[config.mk]
export PLATFORM = sky130hd
export DESIGN_NAME = dac_code_staging_regs_24b
export DESIGN_NICKNAME = d
export VERILOG_FILES = /design/src/logic/dac_stage_pkg.sv /design/src/logic/ahb_reg_port.sv /design/src/logic/load_pulse_gen.sv /design/src/logic/dac_code_staging_regs_24b.sv
export VERILOG_INCLUDE_DIRS = /design/src /design/src/logic
export SDC_FILE = /design/constraint.sdc
export NUM_CORES = 1
export LEC_CHECK = 0
export ABC_AREA = 1
export BUFFER_PORTS_ARGS = -buffer_cell sky130_fd_sc_hd__buf_2
export CAP_MARGIN = 20
export CORE_ASPECT_RATIO = 0.75
export CORE_MARGIN = 2
export CORE_UTILIZATION = 50
export CTS_BUF_LIST = sky130_fd_sc_hd__clkbuf_8
export CTS_CLUSTER_DIAMETER = 80
export DETAILED_ROUTE_END_ITERATION = 6
export PLACE_DENSITY = 0.77
export SLEW_MARGIN = 30
export SYNTH_ARGS = -nofsm -noshare
export SYNTH_HDL_FRONTEND = slang
export SYNTH_SLANG_ARGS = --single-unit
[constraint.sdc]
create_clock -name core_clk -period 3 [get_ports core_clk]
set_input_delay 0.45 -clock core_clk [delete_from_list [all_inputs] [get_ports core_clk]]
set_output_delay 0.45 -clock core_clk [all_outputs]
set_load 0.02 [all_outputs]
[src/logic/dac_stage_regs.svh]
// register indices, field positions and reset values of the precision-mode code staging bank
// assumes: included by bare name; byte address of a register is four times its index
`ifndef DAC_STAGE_REGS_SVH
`define DAC_STAGE_REGS_SVH

`define IDX_LOAD_MASK       8'h37
`define IDX_OUTPUT_CODE     8'h38
`define IDX_OUTPUT_PAGE     8'h3e
`define IDX_CHANNEL_SELECT  8'h41
`define IDX_INPUT_PAGE      8'h42
`define IDX_SW_LOAD         8'h45
`define IDX_STAGED_INPUT    8'h46

`define CODE_MSB            23
`define CODE_LSB            8
`define CTRL_BIT            0

`define RST_CODE_REG        24'h000000
`define RST_BYTE_REG        8'h00
`define RST_CODE            16'h0000

`endif

[src/logic/dac_stage_pkg.sv]
// types shared by the staging bank and its bus port
// assumes: compiled before every module of the bank
package dac_stage_pkg;

    typedef enum logic [1:0] {
        st_idle = 2'b01,
        st_wait = 2'b10
    } bus_state_t;

    typedef struct packed {
        logic        wr;
        logic        rd;
        logic [7:0]  index;
        logic [31:0] wdata;
    } reg_req_t;

endpackage

[src/logic/ahb_reg_port.sv]
// ahb-lite slave front end: one wait state per transfer, single word transfers only
// assumes: sole slave on the bus, so hready is this block's own hreadyout
`timescale 1ns/1ps
module ahb_reg_port
    import dac_stage_pkg::*;
(
    input  wire logic        core_clk,
    input  wire logic        sys_rst,
    input  wire logic        hsel,
    input  wire logic [31:0] haddr,
    input  wire logic [1:0]  htrans,
    input  wire logic        hwrite,
    input  wire logic [2:0]  hsize,
    input  wire logic [31:0] hwdata,
    input  wire logic        hready,
    output logic             hreadyout,
    output logic             hresp,
    output logic [31:0]      hrdata,
    output reg_req_t         req,
    input  wire logic [31:0] rdata
);

    bus_state_t  state_r;
    bus_state_t  state_nxt;
    logic        wr_r;
    logic        index_ok_r;
    logic [7:0]  index_r;
    logic        taken;
    logic        word_access;

    assign word_access = (hsize == 3'h2) && (haddr[1:0] == 2'h0) && (haddr[31:10] == 22'h000000);
    assign taken       = hsel && htrans[1] && hready;
    assign state_nxt   = (state_r == st_idle && taken) ? st_wait : st_idle;

    // request is offered to the bank in the wait-state cycle of the data phase, taken at the end of that cycle
    assign req.wr    = (state_r == st_wait) && wr_r && index_ok_r;
    assign req.rd    = (state_r == st_wait) && !wr_r && index_ok_r;
    assign req.index = index_r;
    assign req.wdata = hwdata;

    always_ff @(posedge core_clk or posedge sys_rst) begin
        if (sys_rst) begin
            state_r    <= st_idle;
            wr_r       <= 1'b0;
            index_ok_r <= 1'b0;
            index_r    <= 8'h00;
        end else begin
            state_r <= state_nxt;
            if (taken) begin
                wr_r       <= hwrite;
                index_ok_r <= word_access;
                index_r    <= haddr[9:2];
            end
        end
    end

    always_ff @(posedge core_clk or posedge sys_rst) begin
        if (sys_rst) begin
            hreadyout <= 1'b1;
            hresp     <= 1'b0;
            hrdata    <= 32'h00000000;
        end else begin
            hreadyout <= (state_nxt == st_idle);
            hresp     <= 1'b0;
            if (state_r == st_wait) begin
                hrdata <= req.rd ? rdata : 32'h00000000;
            end
        end
    end

endmodule // ahb_reg_port

[src/logic/load_pulse_gen.sv]
// turns the active-low hardware load pin into a one-cycle load pulse on its falling edge
// assumes: pin already synchronous to core_clk
`timescale 1ns/1ps
module load_pulse_gen (
    input  wire logic core_clk,
    input  wire logic sys_rst,
    input  wire logic hardware_load_pin_n,
    output logic      load_pulse
);

    logic pin_prev_r;
    logic fall;

    assign fall = pin_prev_r && !hardware_load_pin_n;

    always_ff @(posedge core_clk or posedge sys_rst) begin
        if (sys_rst) begin
            pin_prev_r <= 1'b1;
            load_pulse <= 1'b0;
        end else begin
            pin_prev_r <= hardware_load_pin_n;
            load_pulse <= fall;
        end
    end

endmodule // load_pulse_gen

[src/logic/dac_code_staging_regs_24b.sv]
// precision-mode code staging bank: output code, page registers, page copy select, software load
// assumes: single ahb-lite master, load pin synchronous to core_clk
`timescale 1ns/1ps
`include "dac_stage_regs.svh"
module dac_code_staging_regs_24b
    import dac_stage_pkg::*;
(
    input  wire logic        core_clk,
    input  wire logic        sys_rst,
    input  wire logic        hsel,
    input  wire logic [31:0] haddr,
    input  wire logic [1:0]  htrans,
    input  wire logic        hwrite,
    input  wire logic [2:0]  hsize,
    input  wire logic [31:0] hwdata,
    input  wire logic        hready,
    output logic             hreadyout,
    output logic             hresp,
    output logic [31:0]      hrdata,
    input  wire logic        hardware_load_pin_n,
    output logic [15:0]      active_output_code
);

    reg_req_t    req;
    logic [31:0] rdata;
    logic        hw_pulse;

    logic [15:0] output_page_r;
    logic [15:0] input_page_r;
    logic [15:0] staged_input_code_r;
    logic        page_copy_enable_r;
    logic        hardware_load_mask_r;
    logic        software_load_request_r;

    logic [15:0] active_nxt;
    logic [15:0] staged_nxt;
    logic [15:0] wr_code;
    logic        wr_out_code;
    logic        wr_out_page;
    logic        wr_in_page;
    logic        wr_staged;
    logic        wr_select;
    logic        wr_mask;
    logic        wr_sw_load;
    logic        do_load;

    ahb_reg_port u_port (
        .core_clk  (core_clk),
        .sys_rst   (sys_rst),
        .hsel      (hsel),
        .haddr     (haddr),
        .htrans    (htrans),
        .hwrite    (hwrite),
        .hsize     (hsize),
        .hwdata    (hwdata),
        .hready    (hready),
        .hreadyout (hreadyout),
        .hresp     (hresp),
        .hrdata    (hrdata),
        .req       (req),
        .rdata     (rdata)
    );

    load_pulse_gen u_pin (
        .core_clk            (core_clk),
        .sys_rst             (sys_rst),
        .hardware_load_pin_n (hardware_load_pin_n),
        .load_pulse          (hw_pulse)
    );

    // write decode; only the code field and bit 0 are ever taken from hwdata
    assign wr_code     = req.wdata[`CODE_MSB:`CODE_LSB];
    assign wr_out_code = req.wr && (req.index == `IDX_OUTPUT_CODE);
    assign wr_out_page = req.wr && (req.index == `IDX_OUTPUT_PAGE);
    assign wr_in_page  = req.wr && (req.index == `IDX_INPUT_PAGE);
    assign wr_staged   = req.wr && (req.index == `IDX_STAGED_INPUT);
    assign wr_select   = req.wr && (req.index == `IDX_CHANNEL_SELECT);
    assign wr_mask     = req.wr && (req.index == `IDX_LOAD_MASK);
    assign wr_sw_load  = wr_sw_load_bit(req);

    function automatic logic wr_sw_load_bit(input reg_req_t r);
        wr_sw_load_bit = r.wr && (r.index == `IDX_SW_LOAD) && r.wdata[`CTRL_BIT];
    endfunction

    // software and unmasked hardware loads share one transfer path
    assign do_load = software_load_request_r || (hw_pulse && !hardware_load_mask_r);

    // output code writes, and output page writes with page copy enabled, win over a load in the same cycle
    assign active_nxt = wr_out_code                          ? wr_code :
                        (wr_out_page && page_copy_enable_r)  ? wr_code :
                        do_load                              ? staged_input_code_r :
                                                               active_output_code;
    assign staged_nxt = wr_staged                            ? wr_code :
                        (wr_in_page && page_copy_enable_r)   ? wr_code :
                                                               staged_input_code_r;

    // read mux; reserved bits and the load bit read zero
    assign rdata = (req.index == `IDX_OUTPUT_CODE)    ? {8'h00, active_output_code, 8'h00} :
                   (req.index == `IDX_OUTPUT_PAGE)    ? {8'h00, output_page_r, 8'h00} :
                   (req.index == `IDX_INPUT_PAGE)     ? {8'h00, input_page_r, 8'h00} :
                   (req.index == `IDX_STAGED_INPUT)   ? {8'h00, staged_input_code_r, 8'h00} :
                   (req.index == `IDX_CHANNEL_SELECT) ? {31'h00000000, page_copy_enable_r} :
                   (req.index == `IDX_LOAD_MASK)      ? {31'h00000000, hardware_load_mask_r} :
                                                        32'h00000000;

    always_ff @(posedge core_clk or posedge sys_rst) begin
        if (sys_rst) begin
            active_output_code  <= `RST_CODE;
            staged_input_code_r <= `RST_CODE;
        end else begin
            active_output_code  <= active_nxt;
            staged_input_code_r <= staged_nxt;
        end
    end

    // page registers store every write regardless of select
    always_ff @(posedge core_clk or posedge sys_rst) begin
        if (sys_rst) begin
            output_page_r <= `RST_CODE;
            input_page_r  <= `RST_CODE;
        end else begin
            if (wr_out_page) begin
                output_page_r <= wr_code;
            end
            if (wr_in_page) begin
                input_page_r <= wr_code;
            end
        end
    end

    always_ff @(posedge core_clk or posedge sys_rst) begin
        if (sys_rst) begin
            page_copy_enable_r      <= 1'b0;
            hardware_load_mask_r    <= 1'b0;
            software_load_request_r <= 1'b0;
        end else begin
            if (wr_select) begin
                page_copy_enable_r <= req.wdata[`CTRL_BIT];
            end
            if (wr_mask) begin
                hardware_load_mask_r <= req.wdata[`CTRL_BIT];
            end
            software_load_request_r <= wr_sw_load;
        end
    end

endmodule // dac_code_staging_regs_24b

==> metrics.csv <==
metric,value,unit
endpoint_kind,flip-flop,
clockBufferDepth,2,
peakVddDrop,0.2005,mV
gr-usage-all-layers,0.2413,
grt_overflow,0,
clkPwrFrac,0.321,
seqPwrFrac,0.564,
num_vias,4387,
detail-route-antenna-nets,0,
worstPathRequired,3.30,ns
cts_setup_buffers,0,
start_util,0.5237,
synth_area_per_cell,7.705,µm²
clk_pin_slew,0.09,ns
syn_area,4816,µm²
drtPass1Iterations,6,
port_buffers,92,
hold_class,in -> reg,
vias_per_cell,5.210,
drc_errors,0,
die_x,117.3,µm
drt_wl_total,11.86,mm
clock_sinks,98,
grt_max_degree,46,
cts_tree,built,
place_congestion,0.9003,
worstSetupStartpointType,flip-flop,
ys_ff_latch,98,
slew_headroom,0.4265,
area_delta_synth_final,14.52,%
p_sw_frac,0.2876,
final_layout_size_suffix_gt1_frac,0.1891,
num_antenna_cells,0,
pin_count,125,
cts_buffers,9,
cts_max_level,3,
cts_root_buffer,clkbuf_8,
antenna_found_initial,0,
grt_pass1_vias,3926,
fin_crit,2.338,ns
rows,30,
comb_power_share,0.114,
core_area,9196,µm²
hold_violations,0,
dpl.cell_count,826,
synthCells,625,
final_common_cell,nand2_1,
dieArea,10440,µm²
die-height,88.99,µm
status,finished clean,
power-per-cell-area,445.0,nW/µm²
final.period_utilization,0.7792,
finalSetupViolCount,0,
crit_type,reg -> reg,
intPower,1.749,mW
fillers,853,
slew_viol_final,0,
tightest_slew,0.8582,ns
tns,0,ns
max_freq,427.8,MHz
power.leakage,2.881,nW
cap_violations,0,
cts.repair.resized,0,
dp_hpwl,9.002,mm
rsz0062_at_grt,no,
power.switching,0.7059,mW
finalNonFillerCells,842,
drt_iter0_markers,503,
final_cell_mix,"nand2_1 (195), dfrtp_1 (96), buf_2 (92), o21ai_0 (74), nor2_1 (73)",
worstPathMaxFanout,19,
grt_pass1_wl,19.86,mm
synth_warnings,0,
holdBufCountCts,0,
nNetsFinal,784,
fin_skew,0.01367,ns
multiInputGateArea,2009,µm²
seq_area_frac_synth,0.5097,
wire_per_inst,14.09,µm
synth_cell_types,25,
clk_latency,0.37,ns
cp_data_arrival_time,2.64,ns
regArea,2455,µm²
==> stage by stage <==
step | cell area [µm²] | power (mW) | hold WS [ns] | worst slack [ns] | util
after floorplan | 4876 | 1.598 | 0.4393 | 1.390 | -
after global placement | 5334 | 1.677 | 0.4489 | 0.8245 | 0.5800
after detailed placement | 5334 | 1.688 | 0.4512 | 0.7111 | 0.5800
after CTS | 5515 | 2.467 | 0.1838 | 0.6852 | 0.5997
after global routing | 5515 | 2.567 | 0.1754 | 0.4270 | 0.5997
final | 5515 | 2.455 | 0.1926 | 0.6624 | 0.5997
==> state kept, by name, summed over array words and instances, names as in the netlist <==
signal,flops
input_page_r,16
u_pin.pin_prev_r,1
page_copy_enable_r,1
u_port.hrdata,17
staged_input_code_r,16
u_port.state_r,2
active_output_code,16
u_port.index_ok_r,1
output_page_r,16
software_load_request_r,1
u_port.index_r,8
u_pin.load_pulse,1
u_port.wr_r,1
hardware_load_mask_r,1
==> power groups by stage <==
stage	registers, mW	logic (mW)	clock network (mW)
after floorplan	1.42	0.179	0
after global placement	1.41	0.269	0
after detailed placement	1.41	0.277	0
after CTS	1.38	0.278	0.804
after global routing	1.39	0.314	0.863
final	1.39	0.280	0.789
==> synth_stat cells, drive strengths merged <==
library cell / instances / area [µm²]
nand3: 58 / 300.3
clkbuf: 19 / 72.56
buf: 26 / 185.2
o21ai: 74 / 370.4
inv: 40 / 150.1
nor4: 7 / 43.79
dfrtp: 96 / 2402
conb: 1 / 3.750
dfstp: 2 / 52.55
and3: 1 / 6.260
a21oi: 1 / 5.000
nor3: 4 / 31.28
nand4: 20 / 131.4
nand2: 199 / 757.0
nor2: 77 / 304.0
==> final cells by class <==
type	count	share of cell area
Clock inverter	7	0.01044
Multi-Input combinational cell	457	0.3643
Tap cell	128	0.02904
Inverter	40	0.02790
Timing Repair Buffer	103	0.1007
Sequential cell	98	0.4451
Clock buffer	9	0.02246
==> worst paths after layout <==
check | end | from | cells past startpoint | slack (ns)
setup / recovery | staged_input_code_r[9]$_DFFE_PP0P_ | u_port.state_r[0]$_DFF_PP1_ | 7 | 0.66
hold / removal | u_pin.pin_prev_r$_DFF_PP1_ | hardware_load_pin_n | 1 | 0.19
setup reg to reg | staged_input_code_r[9]$_DFFE_PP0P_ | u_port.state_r[0]$_DFF_PP1_ | 7 | 0.66
hold reg to reg | u_pin.load_pulse$_DFF_PP0_ | u_pin.pin_prev_r$_DFF_PP1_ | 2 | 0.46
max in group asynchronous | input_page_r[0]$_DFFE_PP0N_ | sys_rst | 4 | 1.85
min in group asynchronous | u_port.index_r[1]$_DFFE_PP0P_ | sys_rst | 2 | 0.24
==> per-layer routing <==
layer / share of wire / track usage
met3: 0.092 / 0.05804
met1: 0.49 / 0.3796
met2: 0.41 / 0.3386
met5: 0 / 0
met4: 0.0073 / 0.04819
==> critical path, cell delays in order (launching register included) <==
cell and delay [ns]:
dfstp_2 0.38, inv_1 0.07, nand2_2 0.23, nor3_4 0.49, nand4_2 0.50, nand2_2 0.43, nand2_1 0.10, nand2_1 0.07
==> logic make-up (layout without fill, tap and decap cells) <==
family                 after synthesis  count (layout)  share of synthesized area
DFF                                 98              98                     0.5097
AOI/OAI and AO/OA                   75              75                    0.07794
and+or+nand+nor                    366             366                     0.3268
other                                1              16                  0.0007787
buffers and inverters               85             159                    0.08469
Note: power is estimated with default switching activity, not from simulation.
